`src/hdl/i2cbsr_regs.svh`:
```
`ifndef I2CBSR_REGS_SVH
`define I2CBSR_REGS_SVH

// ***************************************
// Register map
// ***************************************
`define I2CBSR_ADDR_W 12
`define I2CBSR_CMD_OFS 12'h004
`define I2CBSR_PHASE_OFS 12'h008

// Command register, write-one pulses
`define I2CBSR_CMD_START_BIT 0
`define I2CBSR_CMD_ABORT_BIT 1

// Bus phase register fields
`define I2CBSR_PH_MSB 7
`define I2CBSR_PH_LSB 5
`define I2CBSR_STALL_BIT 4
`define I2CBSR_REFUSE_BIT 3
`define I2CBSR_TX_BIT 2
`define I2CBSR_MASTER_BIT 1
`define I2CBSR_BUSY_BIT 0
`define I2CBSR_BUSY_RST 1'b1

// Phase encodings
`define I2CBSR_PH_IDLE 3'h0
`define I2CBSR_PH_WAIT 3'h1
`define I2CBSR_PH_START 3'h2
`define I2CBSR_PH_ADDR 3'h3
`define I2CBSR_PH_ID_HANDSHAKE_PHASE 3'h4
`define I2CBSR_PH_DATA 3'h5
`define I2CBSR_PH_BYTE_HANDSHAKE_PHASE 3'h6

// Bits per byte on the line
`define I2CBSR_BYTE_BITS 4'h8
`define I2CBSR_CNT_ZERO 4'h0
`define I2CBSR_CNT_ONE 4'h1

`endif

```
`src/hdl/i2cbsr_pkg.sv`:
```
package i2cbsr_pkg;
  typedef enum logic [2:0] {
    PH_IDLE,
    PH_WAIT,
    PH_START,
    PH_ADDR,
    PH_ID_HANDSHAKE,
    PH_DATA,
    PH_BYTE_HANDSHAKE
  } i2cbsr_phase_type;
endpackage : i2cbsr_pkg

```
`src/hdl/i2cbsr_line_sync.sv`:
```
module i2cbsr_line_sync #(
  parameter int WIDTH = 2
) (
  // Clock and reset
  input wire logic clk_in,
  input wire logic rst_n_in,
  // Asynchronous lines
  input wire logic [WIDTH-1:0] line_in,
  // Synchronised level and edges
  output logic [WIDTH-1:0] level_out,
  output logic [WIDTH-1:0] rise_out,
  output logic [WIDTH-1:0] fall_out
);
  genvar g;
  generate
    for (g = 0; g < WIDTH; g++) begin : g_bit
      logic meta_q;
      logic sync_q;
      logic prev_q;
      // Idle lines sit high, so reset to one
      always_ff @(posedge clk_in or negedge rst_n_in) begin
        if (!rst_n_in) begin
          meta_q <= 1'b1;
          sync_q <= 1'b1;
          prev_q <= 1'b1;
        end else begin
          meta_q <= line_in[g];
          sync_q <= meta_q;
          prev_q <= sync_q;
        end
      end
      assign level_out[g] = sync_q;
      assign rise_out[g] = sync_q & ~prev_q;
      assign fall_out[g] = ~sync_q & prev_q;
    end
  endgenerate
endmodule : i2cbsr_line_sync

```
`src/hdl/i2cbsr_top.sv`:
```
// Behaviour
// - Phase field bits 7:5 encodes idle..byte handshake; zero whenever idle.
// - Refusal flag set only for a NACK seen in a handshake phase.
// - Transmitter flag set as master or slave transmitter, else clear.
// - Busy flag set from a start condition by anyone until stop, abort command or idle timeout.
// - Busy flag resets to one since bus state is unknown.
// - Abort command or bus idle timeout clears the busy indication.
// - Abort abandons the current transfer at once and clears busy.
`include "i2cbsr_regs.svh"

module i2cbsr_top
  import i2cbsr_pkg::*;
(
  // Clock and reset
  input wire logic core_clk_in,
  input wire logic rst_n_in,
  // APB slave
  input wire logic psel_in,
  input wire logic penable_in,
  input wire logic pwrite_in,
  input wire logic [`I2CBSR_ADDR_W-1:0] paddr_in,
  input wire logic [31:0] pwdata_in,
  output logic [31:0] prdata_out,
  output logic pready_out,
  output logic pslverr_out,
  // I2C lines, observed only
  input wire logic scl_in,
  input wire logic sda_in,
  // Shifting datapath, same clock
  input wire logic slave_selected_in,
  input wire logic scl_hold_in,
  input wire logic idle_timeout_in,
  // To the shifting datapath
  output logic start_pending_out,
  output logic abort_out,
  output logic bus_busy_out
);

  // ***************************************
  // Reset release
  // ***************************************
  logic rst_meta_q;
  logic rst_sync_q;
  always_ff @(posedge core_clk_in or negedge rst_n_in) begin
    if (!rst_n_in) begin
      rst_meta_q <= 1'b0;
      rst_sync_q <= 1'b0;
    end else begin
      rst_meta_q <= 1'b1;
      rst_sync_q <= rst_meta_q;
    end
  end
  wire rst_n = rst_sync_q;

  // ***************************************
  // Line sampling
  // ***************************************
  logic [1:0] line_lvl;
  logic [1:0] line_rise;
  logic [1:0] line_fall;
  i2cbsr_line_sync #(.WIDTH(2)) u_sync (
    .clk_in(core_clk_in),
    .rst_n_in(rst_n),
    .line_in({sda_in, scl_in}),
    .level_out(line_lvl),
    .rise_out(line_rise),
    .fall_out(line_fall)
  );
  wire scl_hi = line_lvl[0];
  wire scl_rise = line_rise[0];
  wire scl_fall = line_fall[0];
  wire sda_lvl = line_lvl[1];
  // SDA moving while SCL high marks a frame boundary
  wire start_seen = scl_hi & line_fall[1];
  wire stop_seen = scl_hi & line_rise[1];

  // ***************************************
  // APB decode
  // ***************************************
  wire setup_ph = psel_in & ~penable_in;
  wire access_ph = psel_in & penable_in;
  wire hit_cmd = paddr_in == `I2CBSR_CMD_OFS;
  wire hit_phase = paddr_in == `I2CBSR_PHASE_OFS;
  wire hit_any = hit_cmd | hit_phase;
  wire cmd_wr = access_ph & pwrite_in & hit_cmd;
  // Upper command bits are ignored; software keeps them zero
  wire start_cmd = cmd_wr & pwdata_in[`I2CBSR_CMD_START_BIT];
  wire abort_cmd = cmd_wr & pwdata_in[`I2CBSR_CMD_ABORT_BIT];
  // Phase register is read only, a write to it is refused
  assign pready_out = 1'b1;
  assign pslverr_out = access_ph & (~hit_any | (pwrite_in & hit_phase));

  // ***************************************
  // Phase tracking
  // ***************************************
  i2cbsr_phase_type phase_q;
  i2cbsr_phase_type phase_d;
  logic [3:0] bit_cnt_q;
  logic busy_q;
  logic master_q;
  logic start_pend_q;
  logic rw_q;
  logic refuse_q;
  logic stall_q;

  wire byte_done = scl_fall & (bit_cnt_q == `I2CBSR_BYTE_BITS);
  wire in_handshake = (phase_q == PH_ID_HANDSHAKE) | (phase_q == PH_BYTE_HANDSHAKE);
  wire ends_frame = abort_cmd | idle_timeout_in;

  always_comb begin
    phase_d = phase_q;
    case (phase_q)
      PH_IDLE: begin
        if (start_seen) begin
          phase_d = PH_START;
        end else if (start_pend_q && busy_q) begin
          phase_d = PH_WAIT;
        end
      end
      PH_WAIT: begin
        if (start_seen) begin
          phase_d = PH_START;
        end
      end
      PH_START: begin
        if (scl_fall) begin
          phase_d = PH_ADDR;
        end
      end
      PH_ADDR: begin
        if (byte_done) begin
          phase_d = PH_ID_HANDSHAKE;
        end
      end
      PH_ID_HANDSHAKE: begin
        if (scl_fall) begin
          // Not addressed and not master: transfer is none of ours
          phase_d = (master_q || slave_selected_in) ? PH_DATA : PH_IDLE;
        end
      end
      PH_DATA: begin
        if (byte_done) begin
          phase_d = PH_BYTE_HANDSHAKE;
        end
      end
      PH_BYTE_HANDSHAKE: begin
        if (scl_fall) begin
          phase_d = PH_DATA;
        end
      end
      default: begin
        phase_d = PH_IDLE;
      end
    endcase
    // Boundaries override the byte walk
    if (phase_q != PH_IDLE && phase_q != PH_WAIT && start_seen) begin
      phase_d = PH_START;
    end
    if (stop_seen) begin
      phase_d = start_pend_q ? PH_WAIT : PH_IDLE;
    end
    if (abort_cmd) begin
      phase_d = PH_IDLE;
    end
  end

  always_ff @(posedge core_clk_in or negedge rst_n) begin
    if (!rst_n) begin
      phase_q <= PH_IDLE;
    end else begin
      phase_q <= phase_d;
    end
  end

  // Bit counter, cleared on each byte boundary
  always_ff @(posedge core_clk_in or negedge rst_n) begin
    if (!rst_n) begin
      bit_cnt_q <= `I2CBSR_CNT_ZERO;
    end else if (start_seen || phase_d != phase_q) begin
      bit_cnt_q <= `I2CBSR_CNT_ZERO;
    end else if (scl_rise) begin
      bit_cnt_q <= bit_cnt_q + `I2CBSR_CNT_ONE;
    end
  end

  // Direction bit is the eighth address bit
  always_ff @(posedge core_clk_in or negedge rst_n) begin
    if (!rst_n) begin
      rw_q <= 1'b0;
    end else if (phase_q == PH_ADDR && scl_rise &&
                 bit_cnt_q == (`I2CBSR_BYTE_BITS - `I2CBSR_CNT_ONE)) begin
      rw_q <= sda_lvl;
    end
  end

  // ***************************************
  // Busy, start request, master role
  // ***************************************
  // Unknown bus after reset is treated as busy
  always_ff @(posedge core_clk_in or negedge rst_n) begin
    if (!rst_n) begin
      busy_q <= `I2CBSR_BUSY_RST;
    end else if (start_seen) begin
      busy_q <= 1'b1;
    end else if (stop_seen || ends_frame) begin
      busy_q <= 1'b0;
    end
  end

  // Request sticks until our start goes out; a new request wins over the abort
  always_ff @(posedge core_clk_in or negedge rst_n) begin
    if (!rst_n) begin
      start_pend_q <= 1'b0;
    end else if (start_cmd) begin
      start_pend_q <= 1'b1;
    end else if (start_seen || abort_cmd) begin
      start_pend_q <= 1'b0;
    end
  end

  // A start seen while our request stands is taken as ours
  always_ff @(posedge core_clk_in or negedge rst_n) begin
    if (!rst_n) begin
      master_q <= 1'b0;
    end else if (stop_seen || ends_frame) begin
      master_q <= 1'b0;
    end else if (start_seen) begin
      master_q <= master_q | start_pend_q;
    end
  end

  // ***************************************
  // Refusal and stall flags
  // ***************************************
  // Ninth clock high samples the handshake bit
  always_ff @(posedge core_clk_in or negedge rst_n) begin
    if (!rst_n) begin
      refuse_q <= 1'b0;
    end else if (phase_d != phase_q) begin
      refuse_q <= 1'b0;
    end else if (in_handshake && scl_rise) begin
      refuse_q <= sda_lvl;
    end
  end

  always_ff @(posedge core_clk_in or negedge rst_n) begin
    if (!rst_n) begin
      stall_q <= 1'b0;
    end else begin
      stall_q <= scl_hold_in & (phase_d != PH_IDLE) & ~abort_cmd;
    end
  end

  // ***************************************
  // Role decode and register image
  // ***************************************
  wire addr_part = (phase_q == PH_START) | (phase_q == PH_ADDR) |
                   (phase_q == PH_ID_HANDSHAKE);
  wire data_part = (phase_q == PH_DATA) | (phase_q == PH_BYTE_HANDSHAKE);
  // Master sends the address then writes if rw low; slave sends when rw high
  wire as_master_tx = master_q & (addr_part | (data_part & ~rw_q));
  wire as_slave_tx = ~master_q & slave_selected_in & data_part & rw_q;
  wire tx_flag = as_master_tx | as_slave_tx;
  wire refusal_seen_flag = refuse_q & in_handshake;

  logic [2:0] phase_code;
  always_comb begin
    case (phase_q)
      PH_IDLE: phase_code = `I2CBSR_PH_IDLE;
      PH_WAIT: phase_code = `I2CBSR_PH_WAIT;
      PH_START: phase_code = `I2CBSR_PH_START;
      PH_ADDR: phase_code = `I2CBSR_PH_ADDR;
      PH_ID_HANDSHAKE: phase_code = `I2CBSR_PH_ID_HANDSHAKE_PHASE;
      PH_DATA: phase_code = `I2CBSR_PH_DATA;
      PH_BYTE_HANDSHAKE: phase_code = `I2CBSR_PH_BYTE_HANDSHAKE_PHASE;
      default: phase_code = `I2CBSR_PH_IDLE;
    endcase
  end

  logic [31:0] phase_img;
  always_comb begin
    phase_img = 32'h0000_0000;
    phase_img[`I2CBSR_PH_MSB:`I2CBSR_PH_LSB] = phase_code;
    phase_img[`I2CBSR_STALL_BIT] = stall_q;
    phase_img[`I2CBSR_REFUSE_BIT] = refusal_seen_flag;
    phase_img[`I2CBSR_TX_BIT] = tx_flag;
    phase_img[`I2CBSR_MASTER_BIT] = master_q;
    phase_img[`I2CBSR_BUSY_BIT] = busy_q;
  end

  wire [31:0] cmd_img = {30'h0000_0000, abort_cmd, start_pend_q};
  wire [31:0] rd_mux = hit_phase ? phase_img : (hit_cmd ? cmd_img : 32'h0000_0000);

  // Read data is captured in the setup cycle
  logic [31:0] prdata_q;
  always_ff @(posedge core_clk_in or negedge rst_n) begin
    if (!rst_n) begin
      prdata_q <= 32'h0000_0000;
    end else if (setup_ph && !pwrite_in) begin
      prdata_q <= rd_mux;
    end
  end

  logic abort_q;
  always_ff @(posedge core_clk_in or negedge rst_n) begin
    if (!rst_n) begin
      abort_q <= 1'b0;
    end else begin
      abort_q <= abort_cmd;
    end
  end

  assign prdata_out = prdata_q;
  assign start_pending_out = start_pend_q;
  assign abort_out = abort_q;
  assign bus_busy_out = busy_q;

  // ***************************************
  // Checks
  // ***************************************
  a_idle_phase_zero: assert property (
    @(posedge core_clk_in) disable iff (!rst_n)
    (phase_q == PH_IDLE) |-> (phase_img[`I2CBSR_PH_MSB:`I2CBSR_PH_LSB] == 3'h0))
    else $error("phase field not zero while idle");

  a_refusal_in_handshake: assert property (
    @(posedge core_clk_in) disable iff (!rst_n)
    phase_img[`I2CBSR_REFUSE_BIT] |-> (phase_code == 3'h4 || phase_code == 3'h6))
    else $error("refusal flag outside handshake");

  a_tx_needs_role: assert property (
    @(posedge core_clk_in) disable iff (!rst_n)
    tx_flag |-> (master_q || slave_selected_in) && phase_q != PH_IDLE)
    else $error("transmitter flag without a role");

  a_master_drops_stop: assert property (
    @(posedge core_clk_in) disable iff (!rst_n)
    stop_seen && !start_seen |=> !master_q)
    else $error("master flag survives stop");

  a_busy_on_start: assert property (
    @(posedge core_clk_in) disable iff (!rst_n)
    start_seen |=> busy_q && bus_busy_out)
    else $error("start did not mark bus busy");

  a_busy_after_reset: assert property (
    @(posedge core_clk_in)
    $rose(rst_n) |-> busy_q)
    else $error("busy not set after reset");

  a_timeout_clears: assert property (
    @(posedge core_clk_in) disable iff (!rst_n)
    (idle_timeout_in && !start_seen) |=> !busy_q ##0 !master_q)
    else $error("idle timeout left busy");

  a_stall_follows: assert property (
    @(posedge core_clk_in) disable iff (!rst_n)
    !scl_hold_in |=> !stall_q)
    else $error("stall flag without hold");

  a_abort_idles: assert property (
    @(posedge core_clk_in) disable iff (!rst_n)
    (abort_cmd && !start_seen) |=> phase_q == PH_IDLE && !busy_q && abort_out
    ##1 !abort_out)
    else $error("abort did not idle the block");

endmodule : i2cbsr_top

```
`config.mk`:
```
export PLATFORM = sky130hd
export DESIGN_NAME = i2cbsr_top
export DESIGN_NICKNAME = d
export VERILOG_FILES = /design/src/hdl/i2cbsr_pkg.sv /design/src/hdl/i2cbsr_line_sync.sv /design/src/hdl/i2cbsr_top.sv
export VERILOG_INCLUDE_DIRS = /design/src /design/src/hdl
export SDC_FILE = /design/constraint.sdc
export NUM_CORES = 1
export LEC_CHECK = 0
export BUFFER_PORTS_ARGS = -buffer_cell sky130_fd_sc_hd__buf_2
export CORE_UTILIZATION = 45
export CTS_CLUSTER_DIAMETER = 40
export CTS_CLUSTER_SIZE = 25
export DETAILED_ROUTE_END_ITERATION = 10
export MAX_ROUTING_LAYER = met4
export PLACE_DENSITY = 0.78
export SYNTH_ARGS = -nofsm -noshare
export SYNTH_HDL_FRONTEND = slang
export SYNTH_SLANG_ARGS = --single-unit
```
`constraint.sdc`:
```
create_clock -name core_clk_in -period 1.63 [get_ports core_clk_in]
set_input_delay 0.0815 -clock core_clk_in [delete_from_list [all_inputs] [get_ports core_clk_in]]
set_output_delay 0.0815 -clock core_clk_in [all_outputs]
set_load 0.05 [all_outputs]
```
==> impl_metrics.py, run 1 <==
metrics = {
    "finish": {
        "seq_area_um2": 762,
        "diodes": 0,
        "num-fill-cells": 285,
        "fin_nets": 293,
        "syn_to_final_growth_pct": 35.9,
        "finish.utilization_pct": 66.5,
        "multi_input_area_um2": 912,
        "drive_gt1_share_pct": 45.0,
    },
    "yosys": {
        "synth_ff_type": "dfrtp_1",
        "synth_cells": 167,
        "synth-xor-area-share_pct": 2.51,
        "yosysTopAreaCell": "dfrtp_1",
        "syn_area_per_cell_um2": 10.2,
        "synth_top_area_share_pct": 33.9,
        "synth_top_family_by_area": "simple AND/OR/NAND/NOR gates",
        "synth_cell_type_count": 50,
        "synthesis.area_mm2": 0.00170,
        "synth-seq-cells": 30,
        "synth_edf_count": 0,
        "synth-simple-area-share_pct": 19.5,
        "ys_warn_count": 0,
        "async_flop_share_pct": 100,
        "yosysSeqAreaShare_pct": 44.8,
        "synth_area_leaders": "dfrtp_1 (34%), buf_4 (11%), dfstp_2 (11%)",
        "synthAdderAreaFrac_pct": 2.06,
        "synth_compound_area_share_pct": 15.8,
        "synth_mux_area_share_pct": 1.25,
    },
    "drt": {
        "wl_um": 4030,
        "wl_per_cell_um": 14.2,
        "drtAntennaViolNets": 0,
        "drtPass1Iterations": 4,
        "viasPerCell": 5.29,
        "vias": 1502,
        "drtIter0Drc": 106,
        "drcViolationCount": 0,
    },
    "placed_design": {
        "place.gp.congestion": 0.881,
        "numPortBuffers": 35,
        "place_ws_ns": -0.270,
        "hpwl_um": 2810,
    },
    "floorplanning": {
        "die-area_mm2": 0.00402,
        "die_w_um": 63.4,
        "io_pins": 91,
        "design.core.area_mm2": 0.00347,
        "rows": 21,
        "die_h_um": 63.4,
        "start_util_pct": 48.9,
    },
    "timing": {
        "timing.fmax_mhz": 530,
        "setup_viol": 7,
        "rsz0062_at_grt": "true",
        "post-route-period-util_pct": 116,
        "finClkSkew_ns": 0.00664,
        "drv_slew": 0,
        "timing.final.hold_violations": 0,
        "period_needed_ns": 1.89,
        "setup_ws_ns": -0.257,
    },
    "clocking": {
        "htree_levels": 2,
        "root_buffer": "clkbuf_8",
        "cts.sinks": 30,
        "cts_buffers": 5,
        "cts_tree": "built",
        "clk_pin_slew_ns": 0.06,
        "ctsLongestPathBuffers": 2,
        "insertion_delay_ns": 0.29,
    },
    "worst_setup_path": {
        "cp_max_fo": 5,
        "critical_path_class": "reg2reg",
        "critPathRequiredTime_ns": 1.82,
        "setup.worst_path.start_class": "flop",
        "cp-end-kind": "flop",
        "arrival_ns": 2.08,
    },
    "grt": {
        "antenna_found_initial": 0,
        "grtUsageTotal_pct": 21.0,
        "grt_first_pass_wirelength_um": 6150,
        "grt_pass1_vias": 1346,
        "grt-ovfl-total": 0,
        "grt_max_degree": 16,
    },
    "worst_hold_path": {
        "hp-class": "in2reg",
    },
    "power": {
        "p_leak_nw": 1.12,
        "powerDensity_mw_per_mm2": 913,
        "vdd_drop_max_uv": 529,
    },
    "outcome": {
        "status": "finished with violations",
        "violations": "setup timing",
    },
    "run": {
        "cap_viol_max_count": 0,
    },
}
-- cell usage in the layout (no fill, tap or decap), types with 2 or more instances in the layout --
master	n
buf_4	29
xor2_1	2
or4_4	2
a22o_1	5
nor3_1	2
dfstp_2	7
inv_1	7
nand3_1	4
nand4_1	2
nor4_2	5
dlygate4sd3_1	4
conb_1	26
ha_1	2
nand2b_1	3
a32o_1	4
nand2_1	10
clkbuf_8	6
dfrtp_1	21
dfrtp_2	2
and3b_1	2
a21oi_2	2
o21ai_0	3
nor2b_4	2
a21oi_1	6
buf_6	3
nor2b_1	2
nor2_1	6
buf_2	33
-- synth_stat cells, drive strengths merged, types with 2 or more instances --
cell	count
dfstp	7
nor3	4
xor2	2
clkbuf	5
nor2b	4
and3b	2
dfrtp	23
o31ai	3
or4	3
a32o	4
a22o	5
nand3	5
nand4	2
xnor2	2
o21ai	5
nor4	6
nand2b	3
a21oi	8
ha	2
nor2	6
conb	2
nand2	11
buf	25
and4b	2
inv	7
-- cell type report --
cell class / count / share of cell area, %
flip-flops and latches: 30 / 33.0
clock inverters: 1 / 0.217
clock buffers: 7 / 3.74
well taps: 46 / 2.50
inverters: 7 / 1.14
multi-input cells: 124 / 39.6
repair buffers: 69 / 19.8
-- critical path: stages (launching register included) --
cell      delay [ns]
dfstp_2         0.53
nor2b_4         0.15
and4b_2         0.32
o311ai_2        0.11
o211a_4         0.29
xnor2_4         0.16
nor4_2          0.24
-- routing by layer --
metal  up-vias  wire length [µm]  GRT usage [%]
li1        689                 -              -
met1       740              1620           24.2
met2        67              2110           31.8
met3         6               232           7.25
met4         0                73           11.4
met5         -                 0              -
-- report_power, final --
| part | internal [mW] | leakage [nW] | switching, mW |
|---|---|---|---|
| combinational | 0.257 | 0.688 | 0.386 |
| sequential | 0.793 | 0.383 | 0.0558 |
| clock | 0.340 | 0.0482 | 0.274 |
-- sequential cells by signal, indices dropped and copies added (netlist names), 2 cells and up --
signal and count:
u_sync.g_bit.prev_q 2, prdata_out 8, bit_cnt_q 4, u_sync.g_bit.meta_q 2, u_sync.g_bit.sync_q 2, phase_q 3
-- what timing repair did --
action / CTS / global route
resized for setup: 4 / 20
endpoints found under the setup margin: 10 / 15
endpoints found under the hold margin: 5 / 0
hold buffers: 4 / 0
buffers inserted: 2 / 2
pin swaps: 3 / 11
-- through the flow --
step	hold slack (ns)	power, mW	setup TNS (ns)	std cells	area (µm²)
floorplan	-0.214	1.23	-1.10	191	1810
global placement	-0.132	1.36	-2.11	269	2040
detailed placement	-0.130	1.38	-2.84	269	2040
CTS	0.0187	2.01	-1.53	283	2200
global route	0.0133	2.22	-1.87	284	2310
finish	0.0277	2.11	-1.37	284	2310
-- path summary, 6_finish.rpt --
check                                       start            to  slack [ns]  cells past startpoint
max in group asynchronous                   rst_n  bus_busy_out        1.18                      1
min reg2reg                                 rst_n      refuse_q        0.20                      1
min                                   scl_hold_in       stall_q        0.03                      2
max                        u_sync.g_bit[0].prev_q  bit_cnt_q[3]       -0.26                      6
max reg2reg                u_sync.g_bit[0].prev_q  bit_cnt_q[3]       -0.26                      6
min in group asynchronous                rst_n_in    rst_meta_q        0.10                      2
-- cells by family (layout without fill, tap and decap cells) --
kind of cell,Yosys count,count (layout)
other,2,26
AOI/OAI and AO/OA,36,36
muxes,2,2
xor gates and xnor gates,4,4
adders and majority gates,3,3
and+or+nand+nor,53,53
buffers and inverters,37,84
DFF,30,30
No activity file was read; power rests on OpenSTA's default activity.
==> run 2, diff against run 1 <==
- CORE_UTILIZATION: 45 -> 48
- PLACE_DENSITY: 0.78 -> 0.83
- SKIP_CTS_REPAIR_TIMING: unset -> 1
- clock period: 1.63 -> 2.35 ns (I/O delays scaled with it)
==> impl_metrics.py, run 2 (synthesized netlist as in run 1, its figures left out) <==
metrics = {
    "outcome": {
        "status": "completed",
    },
    "finish": {
        "multi_input_area_um2": 795,
        "layout_commonest_cell": "buf_2",
        "num-fill-cells": 312,
        "mostFrequentLayoutCells": "buf_2 (35), conb_1 (26), dfrtp_1 (23)",
        "design_area_mm2": 0.00195,
        "largest_reg_flops": 8,
        "seq_area_um2": 759,
        "drive_gt1_share_pct": 30.0,
        "syn_to_final_growth_pct": 15.0,
        "finish.utilization_pct": 58.0,
        "fin_nets": 268,
        "diodes": 0,
    },
    "clocking": {
        "cts_tree": "built",
        "cts.sinks": 30,
        "ctsLongestPathBuffers": 2,
        "cts_buffers": 5,
        "insertion_delay_ns": 0.33,
        "clk_pin_slew_ns": 0.09,
        "root_buffer": "clkbuf_4",
        "htree_levels": 2,
    },
    "placed_design": {
        "place.gp.congestion": 0.910,
        "hpwl_um": 2320,
        "placed_cell_area_mm2": 0.00185,
        "numPortBuffers": 35,
    },
    "timing": {
        "timing.fmax_mhz": 472,
        "finClkSkew_ns": 0.0135,
        "drv_slew": 0,
        "rsz0062_at_grt": "false",
        "timing.final.hold_violations": 0,
        "tns_ns": 0,
        "post-route-period-util_pct": 90.2,
        "setup_viol": 0,
        "period_needed_ns": 2.12,
    },
    "worst_setup_path": {
        "cp_max_fo": 7,
        "cp-end-kind": "flop",
        "setup.worst_path.start_class": "flop",
        "cp_slowest_cell": "dfstp_2",
        "arrival_ns": 2.34,
        "cp_num_buf_inv": 0,
        "path_delay_family": "simple AND/OR/NAND/NOR gates",
        "critical_path_class": "reg2reg",
        "critical_path.cell_chain": "and3b_1, or4_1, o31ai_1, o211a_2, xnor2_2, nor4_1",
        "critPathRequiredTime_ns": 2.57,
        "max_stage_delay_ns": 0.59,
    },
    "drt": {
        "drtAntennaViolNets": 0,
        "drcViolationCount": 0,
        "drtIter0Drc": 47,
        "viasPerCell": 4.99,
        "wl_um": 3060,
        "drtPass1Iterations": 4,
        "wl_per_cell_um": 11.8,
        "vias": 1293,
    },
    "grt": {
        "grt_pass1_vias": 1180,
        "grtUsageTotal_pct": 19.9,
        "grt-ovfl-total": 0,
        "grt_max_degree": 18,
        "antenna_found_initial": 0,
        "grt_first_pass_wirelength_um": 5230,
    },
    "floorplanning": {
        "start_util_pct": 50.4,
        "die-area_mm2": 0.00378,
        "die_h_um": 61.5,
        "io_pins": 91,
        "rows": 21,
        "design.core.area_mm2": 0.00336,
        "die_w_um": 61.5,
    },
    "worst_hold_path": {
        "hp-class": "in2reg",
    },
    "power": {
        "vdd_drop_max_uv": 350,
        "powerDensity_mw_per_mm2": 612,
        "p_leak_nw": 0.937,
        "total_power_mw": 1.19,
    },
    "run": {
        "cap_viol_max_count": 0,
    },
}
run 2: cell count changes in the layout (fill, tap and decap cells not counted), sizes merged:
cell  previous run  this run
buf             65        40
run 2: layout make-up:
cell class              instances  area share, %
clock buffers                   7           2.82
clock inverters                 1          0.257
inverters                       7           1.35
multi-input cells             124           40.7
flip-flops and latches         30           38.9
well taps                      46           2.95
repair buffers                 44           13.0
run 2: final timing paths:
kind                                          end  cells after the start  slack (ns)                    from
min in group asynchronous              rst_meta_q                      2        0.11                rst_n_in
setup / recovery                     bit_cnt_q[3]                      6        0.23  u_sync.g_bit[1].sync_q
max in group asynchronous  u_sync.g_bit[0].sync_q                      1        1.50                   rst_n
hold / removal                            stall_q                      2        0.02             scl_hold_in
hold reg to reg                      bit_cnt_q[2]                      0        0.18                   rst_n
setup reg to reg                     bit_cnt_q[3]                      6        0.23  u_sync.g_bit[1].sync_q
run 2: metal layers:
layer	global-route usage, %	up-vias	part of all wire, %
met5	-	-	0
li1	-	651	-
met2	30.9	31	48
met1	24.9	604	47
met4	7.62	0	1.4
met3	5.04	7	3.6
run 2: where the power goes:
group | switching (mW) | total, mW | internal [mW]
clock | 0.168 | 0.313 | 0.145
combinational | 0.198 | 0.283 | 0.0844
sequential | 0.0503 | 0.597 | 0.547
run 2: worst reg2reg max path: cells and delay by family, from the launching register on:
family / cells / cell delay [ns]
flip-flops: 1 / 0.59
XOR/XNOR: 1 / 0.13
AO/OA/AOI/OAI: 2 / 0.35
AND/OR/NAND/NOR: 3 / 0.96
run 2: through the flow:
| step | setup WS, ns | cells | hold WS [ns] |
|---|---|---|---|
| final | 0.230 | 259 | 0.0203 |
| after global routing | 0.0711 | 259 | 0.00107 |
| after CTS | 0.204 | 255 | -0.452 |
| after detailed placement | 0.226 | 247 | -0.0941 |
| after global placement | 0.257 | 247 | -0.0966 |
| after floorplan | 0.420 | 191 | -0.178 |
